## src/pcr_pkg.sv

```systemverilog
// Purpose: constants and types for the port configuration register
// Assumes: management register access by 5-bit address
// Notes: one 16-bit register at address 16
package pcr_pkg;
    localparam logic [4:0] PCR_ADDR = 5'h10;
    localparam int BIT_FORCE_LINK = 14;
    localparam int BIT_TX_DISABLE = 13;
    localparam int BIT_SCR_BYPASS = 12;
    localparam int BIT_JABBER_OFF = 10;
    localparam int BIT_HEARTBEAT = 9;
    localparam int BIT_LOOP_OFF = 8;
    localparam int BIT_CRS_EXT = 7;
    localparam int BIT_SLEEP_EN = 6;
    localparam int BIT_PRE_PASS = 5;
    localparam int BIT_TMR_HI = 4;
    localparam int BIT_TMR_LO = 3;
    localparam int BIT_FAULT_EN = 2;
    localparam int BIT_ALT_NP = 1;
    localparam int BIT_MEDIA = 0;
    // writable bits: all but 15 and 11
    localparam logic [15:0] PCR_WMASK = 16'h77FF;
    localparam logic [15:0] PCR_RESET = 16'h0084;
    localparam logic [1:0] TMR_3S04 = 2'h0;
    localparam logic [1:0] TMR_2S00 = 2'h1;
    localparam logic [1:0] TMR_1S04 = 2'h2;
    // sleep delays in ms
    localparam int SLEEP_MS_3S04 = 3040;
    localparam int SLEEP_MS_2S00 = 2000;
    localparam int SLEEP_MS_1S04 = 1040;
    localparam int CLK_MHZ = 100;
    localparam int CYC_PER_MS = CLK_MHZ * 1000;

    typedef struct packed {
        logic force_link;
        logic tx_disable;
        logic scr_bypass;
        logic jabber_off;
        logic heartbeat_test_enable;
        logic loop_off;
        logic crs_ext;
        logic sleep_en;
        logic pre_pass;
        logic [1:0] sleep_timer;
        logic fault_en;
        logic alt_next_page_enable;
        logic media_sel;
    } pcr_ctrl_t;

    typedef struct packed {
        logic wr;
        logic rd;
        logic [4:0] addr;
        logic [15:0] wdata;
    } pcr_req_t;
endpackage : pcr_pkg

```

## src/pcr_sleep_timer.sv

```systemverilog
// Purpose: inactivity timer that permits sleep
// Assumes: one clock, ms tick derived inside
// Notes: counts in milliseconds
`timescale 1ns/1ps
`default_nettype none
module pcr_sleep_timer #(
    parameter int CYC_MS = pcr_pkg::CYC_PER_MS
) (
    // clock and reset
    input wire logic i_clk,
    input wire logic i_rst_n,
    // control
    input wire logic i_enable,
    input wire logic i_activity,
    input wire logic [1:0] i_sel,
    // result
    output logic o_sleep
);
    import pcr_pkg::*;
    logic [31:0] pre_ff;
    logic [11:0] ms_ff;
    logic tick;
    logic [11:0] limit;

    function automatic logic [11:0] ms_of(input logic [1:0] sel);
        case (sel)
            TMR_2S00: ms_of = 12'(SLEEP_MS_2S00);
            TMR_1S04: ms_of = 12'(SLEEP_MS_1S04);
            default: ms_of = 12'(SLEEP_MS_3S04);
        endcase
    endfunction : ms_of

    assign tick = (pre_ff == 32'(CYC_MS - 1));
    assign limit = ms_of(i_sel);

    always_ff @(posedge i_clk) begin
        if (!i_rst_n || !i_enable || i_activity) begin
            pre_ff <= '0;
            ms_ff <= '0;
            o_sleep <= 1'b0;
        end else begin
            pre_ff <= tick ? '0 : pre_ff + 32'h1;
            if (tick && ms_ff != limit) begin
                ms_ff <= ms_ff + 12'h1;
            end
            o_sleep <= (ms_ff == limit);
        end
    end
endmodule : pcr_sleep_timer
`default_nettype wire

```

## src/pcr_port_config.sv

```systemverilog
// Purpose: port configuration register and its control effects
// Assumes: management access by address, single-cycle strobes
// Notes: straps sampled while reset is low
`timescale 1ns/1ps
`default_nettype none
module pcr_port_config #(
    parameter int CYC_MS = pcr_pkg::CYC_PER_MS
) (
    // clock and reset
    input wire logic i_clk,
    input wire logic i_rst_n,
    // management access
    input wire pcr_pkg::pcr_req_t i_req,
    output logic [15:0] o_rdata,
    output logic o_rvalid,
    // straps
    input wire logic i_sleep_strap,
    input wire logic i_media_select_strap,
    // line status
    input wire logic i_mode_100,
    input wire logic i_mode_10_hdx,
    input wire logic i_line_link,
    input wire logic i_line_activity,
    input wire logic i_crs_raw,
    input wire logic i_sfd_seen,
    input wire logic i_rx_dv_raw,
    input wire logic i_page_rx_indication,
    input wire logic i_page_rx_set,
    input wire logic i_page_rd,
    // control outputs
    output pcr_pkg::pcr_ctrl_t o_ctrl,
    output logic o_link_pass,
    output logic o_tx_enable,
    output logic o_scr_bypass,
    output logic o_jabber_en,
    output logic o_heartbeat_en,
    output logic o_loop_en,
    output logic o_crs,
    output logic o_rx_dv,
    output logic o_fault_tx_en,
    output logic o_fiber,
    output logic o_sleep,
    output logic o_page_rx
);
    import pcr_pkg::*;
    // ------------------------------
    // register
    // ------------------------------
    logic [15:0] reg_ff;
    logic [15:0] nxt_reg;
    logic hit;
    logic wr_hit;
    logic rd_hit;
    logic sleep_ok;
    pcr_ctrl_t ctl;

    assign hit = (i_req.addr == PCR_ADDR);
    assign wr_hit = i_req.wr && hit;
    assign rd_hit = i_req.rd && hit;
    // reserved bits never stored, read as zero
    assign nxt_reg = wr_hit ? (i_req.wdata & PCR_WMASK) : reg_ff;

    always_ff @(posedge i_clk) begin
        if (!i_rst_n) begin
            reg_ff <= PCR_RESET;
            reg_ff[BIT_SLEEP_EN] <= i_sleep_strap;
            reg_ff[BIT_MEDIA] <= i_media_select_strap;
        end else begin
            reg_ff <= nxt_reg;
        end
    end

    always_ff @(posedge i_clk) begin
        if (!i_rst_n) begin
            o_rdata <= '0;
            o_rvalid <= 1'b0;
        end else begin
            o_rdata <= rd_hit ? reg_ff : 16'h0000;
            o_rvalid <= rd_hit;
        end
    end

    assign ctl = '{
        force_link: reg_ff[BIT_FORCE_LINK],
        tx_disable: reg_ff[BIT_TX_DISABLE],
        scr_bypass: reg_ff[BIT_SCR_BYPASS],
        jabber_off: reg_ff[BIT_JABBER_OFF],
        heartbeat_test_enable: reg_ff[BIT_HEARTBEAT],
        loop_off: reg_ff[BIT_LOOP_OFF],
        crs_ext: reg_ff[BIT_CRS_EXT],
        sleep_en: reg_ff[BIT_SLEEP_EN],
        pre_pass: reg_ff[BIT_PRE_PASS],
        sleep_timer: reg_ff[BIT_TMR_HI:BIT_TMR_LO],
        fault_en: reg_ff[BIT_FAULT_EN],
        alt_next_page_enable: reg_ff[BIT_ALT_NP],
        media_sel: reg_ff[BIT_MEDIA]
    };

    // ------------------------------
    // control decode
    // ------------------------------
    logic nxt_link;
    logic nxt_crs;
    logic nxt_dv;
    logic nxt_page;
    logic page_clr;
    logic in_frame_ff;

    assign nxt_link = ctl.force_link | i_line_link;
    // outside 100M, extension holds CRS while RX_DV is still up
    assign nxt_crs = i_crs_raw | (!i_mode_100 && ctl.crs_ext && i_rx_dv_raw);
    // preamble delivered from CRS in 100M or with pass bit
    assign nxt_dv = (i_mode_100 || ctl.pre_pass) ? i_crs_raw
                  : (i_crs_raw && (i_sfd_seen || in_frame_ff));
    assign page_clr = i_page_rd
        || (ctl.alt_next_page_enable
            && (!i_page_rx_indication || ctl.tx_disable));
    // set wins over clear
    assign nxt_page = i_page_rx_set | (o_page_rx & !page_clr);

    always_ff @(posedge i_clk) begin
        if (!i_rst_n) begin
            in_frame_ff <= 1'b0;
        end else begin
            in_frame_ff <= i_crs_raw && (in_frame_ff || i_sfd_seen);
        end
    end

    pcr_sleep_timer #(.CYC_MS(CYC_MS)) u_sleep (
        .i_clk(i_clk),
        .i_rst_n(i_rst_n),
        .i_enable(ctl.sleep_en),
        .i_activity(i_line_activity),
        .i_sel(ctl.sleep_timer),
        .o_sleep(sleep_ok)
    );

    // ------------------------------
    // output flops
    // ------------------------------
    always_ff @(posedge i_clk) begin
        if (!i_rst_n) begin
            o_ctrl <= '0;
            o_link_pass <= 1'b0;
            o_tx_enable <= 1'b0;
            o_scr_bypass <= 1'b0;
            o_jabber_en <= 1'b0;
            o_heartbeat_en <= 1'b0;
            o_loop_en <= 1'b0;
            o_crs <= 1'b0;
            o_rx_dv <= 1'b0;
            o_fault_tx_en <= 1'b0;
            o_fiber <= 1'b0;
            o_sleep <= 1'b0;
            o_page_rx <= 1'b0;
        end else begin
            o_ctrl <= ctl;
            o_link_pass <= nxt_link;
            o_tx_enable <= !ctl.tx_disable;
            o_scr_bypass <= i_mode_100 && ctl.scr_bypass;
            o_jabber_en <= i_mode_100 || !ctl.jabber_off;
            o_heartbeat_en <= !i_mode_100 && ctl.heartbeat_test_enable;
            o_loop_en <= i_mode_10_hdx && !ctl.loop_off;
            o_crs <= nxt_crs;
            o_rx_dv <= nxt_dv;
            o_fault_tx_en <= ctl.fault_en;
            o_fiber <= ctl.media_sel;
            o_sleep <= sleep_ok;
            o_page_rx <= nxt_page;
        end
    end

    // ------------------------------
    // checks
    // ------------------------------
    property p_addr;
        @(posedge i_clk) disable iff (!i_rst_n)
        (i_req.rd && i_req.addr != PCR_ADDR) |=> !o_rvalid;
    endproperty
    a_addr: assert property (p_addr) else $error("read answered off address");
    property p_force;
        @(posedge i_clk) disable iff (!i_rst_n)
        ctl.force_link |=> o_link_pass;
    endproperty
    a_force: assert property (p_force) else $error("forced link not passing");
    property p_txdis;
        @(posedge i_clk) disable iff (!i_rst_n)
        ctl.tx_disable |=> !o_tx_enable;
    endproperty
    a_txdis: assert property (p_txdis) else $error("transmitter not off");
    property p_hb;
        @(posedge i_clk) disable iff (!i_rst_n)
        !ctl.heartbeat_test_enable |=> !o_heartbeat_en;
    endproperty
    a_hb: assert property (p_hb) else $error("heartbeat while disabled");
    property p_crs;
        @(posedge i_clk) disable iff (!i_rst_n)
        (!i_mode_100 && ctl.crs_ext && i_rx_dv_raw) |=> o_crs;
    endproperty
    a_crs: assert property (p_crs) else $error("crs dropped before rx_dv");
    property p_pre100;
        @(posedge i_clk) disable iff (!i_rst_n)
        (i_mode_100 && i_crs_raw) |=> o_rx_dv;
    endproperty
    a_pre100: assert property (p_pre100) else $error("100M preamble not given");
    property p_sfd;
        @(posedge i_clk) disable iff (!i_rst_n)
        (!i_mode_100 && !ctl.pre_pass && !i_sfd_seen && !in_frame_ff) |=> !o_rx_dv;
    endproperty
    a_sfd: assert property (p_sfd) else $error("rx_dv before sfd");
    property p_page;
        @(posedge i_clk) disable iff (!i_rst_n)
        (ctl.alt_next_page_enable && ctl.tx_disable && !i_page_rx_set) |=> !o_page_rx;
    endproperty
    a_page: assert property (p_page) else $error("page flag not cleared");
    property p_rsv;
        @(posedge i_clk) disable iff (!i_rst_n)
        o_rvalid |-> (o_rdata & ~PCR_WMASK) == 16'h0000;
    endproperty
    a_rsv: assert property (p_rsv) else $error("reserved bits read nonzero");
endmodule : pcr_port_config
`default_nettype wire

```

## config.mk

```make
export PLATFORM = sky130hd
export DESIGN_NAME = pcr_port_config
export DESIGN_NICKNAME = d
export VERILOG_FILES = /design/src/pcr_pkg.sv /design/src/pcr_sleep_timer.sv /design/src/pcr_port_config.sv
export SDC_FILE = /design/constraint.sdc
export NUM_CORES = 1
export LEC_CHECK = 0
export BUFFER_PORTS_ARGS = -buffer_cell sky130_fd_sc_hd__buf_2
export CORE_MARGIN = 8
export CORE_UTILIZATION = 54
export CTS_BUF_LIST = sky130_fd_sc_hd__clkbuf_4 sky130_fd_sc_hd__clkbuf_8 sky130_fd_sc_hd__clkbuf_16
export CTS_CLUSTER_DIAMETER = 150
export DETAILED_ROUTE_END_ITERATION = 7
export GPL_ROUTABILITY_DRIVEN = 1
export PLACE_DENSITY = 0.83
export SLEW_MARGIN = 20
export SYNTH_ARGS = -nofsm -noshare
export SYNTH_HDL_FRONTEND = slang
export SYNTH_SLANG_ARGS = --single-unit
```

## constraint.sdc

```tcl
create_clock -name i_clk -period 3.1 [get_ports i_clk]
set_input_delay 0.465 -clock i_clk [delete_from_list [all_inputs] [get_ports i_clk]]
set_output_delay 0.465 -clock i_clk [all_outputs]
set_load 0.05 [all_outputs]
```

==> impl_metrics.json <==
{
  "outcome": "finished, final reports clean",
  "setup_viol": 0,
  "syn_area_sq_um": 3910,
  "wl_microns": 8450,
  "clock_insertion_delay_worst_skew_ns": 0.37,
  "yosysSeqAreaShare": 0.512,
  "die_area_sq_um": 10200,
  "drive_above_1_share": 0.203,
  "diodes": 0,
  "yosysWarnings": 0,
  "max_slew.worst_pin.slew_ns": 0.736,
  "grtUsageTotal": 0.167,
  "worst-endpoint-required_ns": 3.39,
  "grt_overflow": 0,
  "ctsHoldBuffers": 0,
  "dr.pass1.iters": 4,
  "regArea_sq_um": 2000,
  "finalCritPeriodShare": 0.855,
  "crit_slowest_cell": "or4_4",
  "ioPinCount": 80,
  "vias_per_cell": 5.28,
  "place_congestion": 0.832,
  "grt_pass1_vias": 3027,
  "fin_crit_ns": 2.65,
  "multi_input_area_sq_um": 1760,
  "start_util": 0.548,
  "drt_iter0_markers": 110,
  "antenna_found_initial": 0,
  "slew_violations": 0,
  "end_kind": "flop",
  "path_clk_slew_ns": 0.10,
  "avgSynthCellArea_sq_um": 9.12,
  "num_vias": 3177,
  "crit_type": "flop to flop",
  "leakage_nw": 1.74,
  "core_area_sq_um": 7140,
  "timing.hold.ws_ns": 0.313,
  "rsz0062_at_grt": "no",
  "cts.sinks": 99,
  "wl_per_cell_microns": 14.0,
  "drv_cap": 0,
  "fmax_mhz": 377,
  "cts_tree": "built",
  "drc": 0,
  "grt_pass1_wl_microns": 13800,
  "cpMostUsedCell": "or4_1",
  "worstPathArrival_ns": 2.95,
  "hold_path_class": "input port to flop",
  "hpwl_microns": 6000,
  "synth.distinct_cells": 42,
  "clock_path_buffers": 2,
  "vdd_drop_max_mv": 0.253,
  "skew_ns": 0.00868,
  "crit_buf_inv": 0,
  "cp_cell_sequence": "or4_1, or4_4, or3_4, or4_1, a21oi_1",
  "cts_made_buffers": 9,
  "power_density_nw_per_um2": 485,
  "clk_root_buffer_cell": "clkbuf_8",
  "fp.dieW_microns": 101,
  "finalSetupTns_ns": 0,
  "cts_max_level": 3,
  "portBuffers": 75,
  "max_stage_delay_ns": 0.58,
  "route.antenna.remaining_nets": 0,
  "nNetsFinal": 539,
  "hold_viol": 0,
  "start_kind": "flop",
  "timing.slew.headroom": 0.505,
  "syn_to_final_growth_pct": 15.2,
  "num_rows": 31,
  "ys_ff_latch": 99,
  "post-cts-setup-buffer-count": 0,
  "cts_resized": 0,
  "cp_max_fo": 13,
  "grt_start_max_net_pins": 41,
  "fillCellCount": 643,
  "die_h_microns": 101,
  "syn_inst": 429,
  "critPathTopFamily": "simple AND/OR/NAND/NOR gates"
}
[sequential cells by signal (all words and copies together) (netlist names)]
signal           count
in_frame_ff          1
o_crs                1
o_ctrl              12
o_fault_tx_en        1
o_fiber              1
o_heartbeat_en       1
o_jabber_en          1
o_link_pass          1
o_loop_en            1
o_page_rx            1
o_rdata             14
o_rvalid             1
o_rx_dv              1
o_scr_bypass         1
o_sleep              1
o_tx_enable          1
reg_ff              14
u_sleep.ms_ff       12
u_sleep.o_sleep      1
u_sleep.pre_ff      32
[worst min-delay path, cell delays in order]
cell and delay [ns]:
buf_2 0.08, nand2_1 0.04, nand3_1 0.07
[worst paths after layout]
| check | startpoint | endpoint | slack (ns) | cells after the start |
|---|---|---|---|---|
| hold reg to reg | u_sleep.o_sleep | o_sleep | 0.44 | 1 |
| hold / removal | i_req[2] | reg_ff[2] | 0.31 | 3 |
| setup reg to reg | u_sleep.pre_ff[25] | u_sleep.ms_ff[11] | 0.45 | 5 |
| setup / recovery | u_sleep.pre_ff[25] | u_sleep.ms_ff[11] | 0.45 | 5 |
[power by group]
group | internal, mW | leakage (nW) | switching, mW | total, mW
clock | 0.306 | 0.0925 | 0.468 | 0.774
sequential | 1.29 | 0.804 | 0.00564 | 1.30
combinational | 0.0351 | 0.841 | 0.0812 | 0.116
total | 1.63 | 1.74 | 0.555 | 2.19
[final cells by class]
cell class,count,share of cell area
inverters,14,0.0117
repair buffers,77,0.0865
flip-flops and latches,99,0.444
clock inverters,7,0.0130
clock buffers,9,0.0275
multi-input cells,297,0.390
well taps,99,0.0275
[cell families after synthesis]
group           count (synthesis)  share of synthesized area
buf+inv                        34                     0.0400
simple gates                  215                      0.290
other cells                     1                   0.000958
compound gates                 45                     0.0745
fa+ha+maj                       4                     0.0128
flops                          99                      0.512
xor+xnor                       28                     0.0627
mux                             3                    0.00767
[synthesized netlist by cell type]
library cell	n	area [sq um]
and4_1	5	43.8
inv_1	14	52.6
a31oi_1	4	25.0
mux2i_1	3	30.0
nor3_1	11	55.1
clkbuf_1	12	45.0
nor2b_1	4	25.0
o21ai_0	9	45.0
a211oi_1	1	7.51
xnor2_1	21	184
o21a_1	1	7.51
nand2b_1	4	25.0
nor2_1	42	158
o2bb2a_1	1	10.0
o31ai_1	3	22.5
nor4_1	14	87.6
ha_1	4	50.1
buf_6	1	11.3
and4_2	1	10.0
a21oi_1	11	55.1
buf_2	2	10.0
dfxtp_1	97	1940
nand3_1	21	105
or3_1	5	31.3
buf_4	5	37.5
nand4_1	11	68.8
and3_1	4	25.0
edfxtp_1	2	60.1
or4_4	1	11.3
nor3_2	1	10.0
xor2_1	7	61.3
or4_1	6	45.0
a41o_1	1	10.0
and2_2	2	15.0
conb_1	1	3.75
a31o_2	3	26.3
a21boi_0	11	82.6
nand2_1	46	173
nor4b_1	1	8.76
and2_1	33	206
or3_4	1	11.3
nor4bb_1	2	20.0
[layer usage]
metal / global-route usage / vias up / share of wire
met2: 0.297 / 85 / 0.50
met3: 0.0440 / 11 / 0.068
met4: 0.0756 / 0 / 0.015
li1: - / 1595 / -
met5: 0 / - / 0
met1: 0.182 / 1486 / 0.42
[through the flow]
step	total power, mW	std cells	utilization	cell area, sq um	setup slack [ns]
2_1_floorplan	1.40	430	-	3920	0.632
3_3_place_gp	1.44	586	0.606	4330	0.513
3_5_place_dp	1.44	586	0.606	4330	0.477
4_1_cts	2.21	602	0.632	4510	0.463
5_1_grt	2.27	602	0.632	4510	0.354
6_report	2.19	602	0.632	4510	0.449
[cells in the final DEF, fill, tap and decap left out, types with 2 or more instances in the layout]
cell,synthesis,final
clkbuf_8,0,9
a31o_2,3,3
buf_2,2,75
inv_1,14,14
and2_1,33,33
xnor2_1,21,21
nand4_1,11,11
conb_1,1,2
nand2b_1,4,4
buf_4,5,2
a31oi_1,4,4
nor2_1,42,42
nor2b_1,4,4
o21ai_0,9,9
a21oi_1,11,11
nand3_1,21,21
mux2i_1,3,3
nor4bb_1,2,2
or4_1,6,6
o31ai_1,3,3
nor3_1,11,11
nand2_1,46,46
dfxtp_1,97,97
inv_6,0,3
nor4_1,14,14
and4_1,5,5
ha_1,4,4
a21boi_0,11,11
or3_1,5,5
edfxtp_1,2,2
and3_1,4,4
and2_2,2,2
xor2_1,7,7
Note: power is estimated with default switching activity, not from simulation.
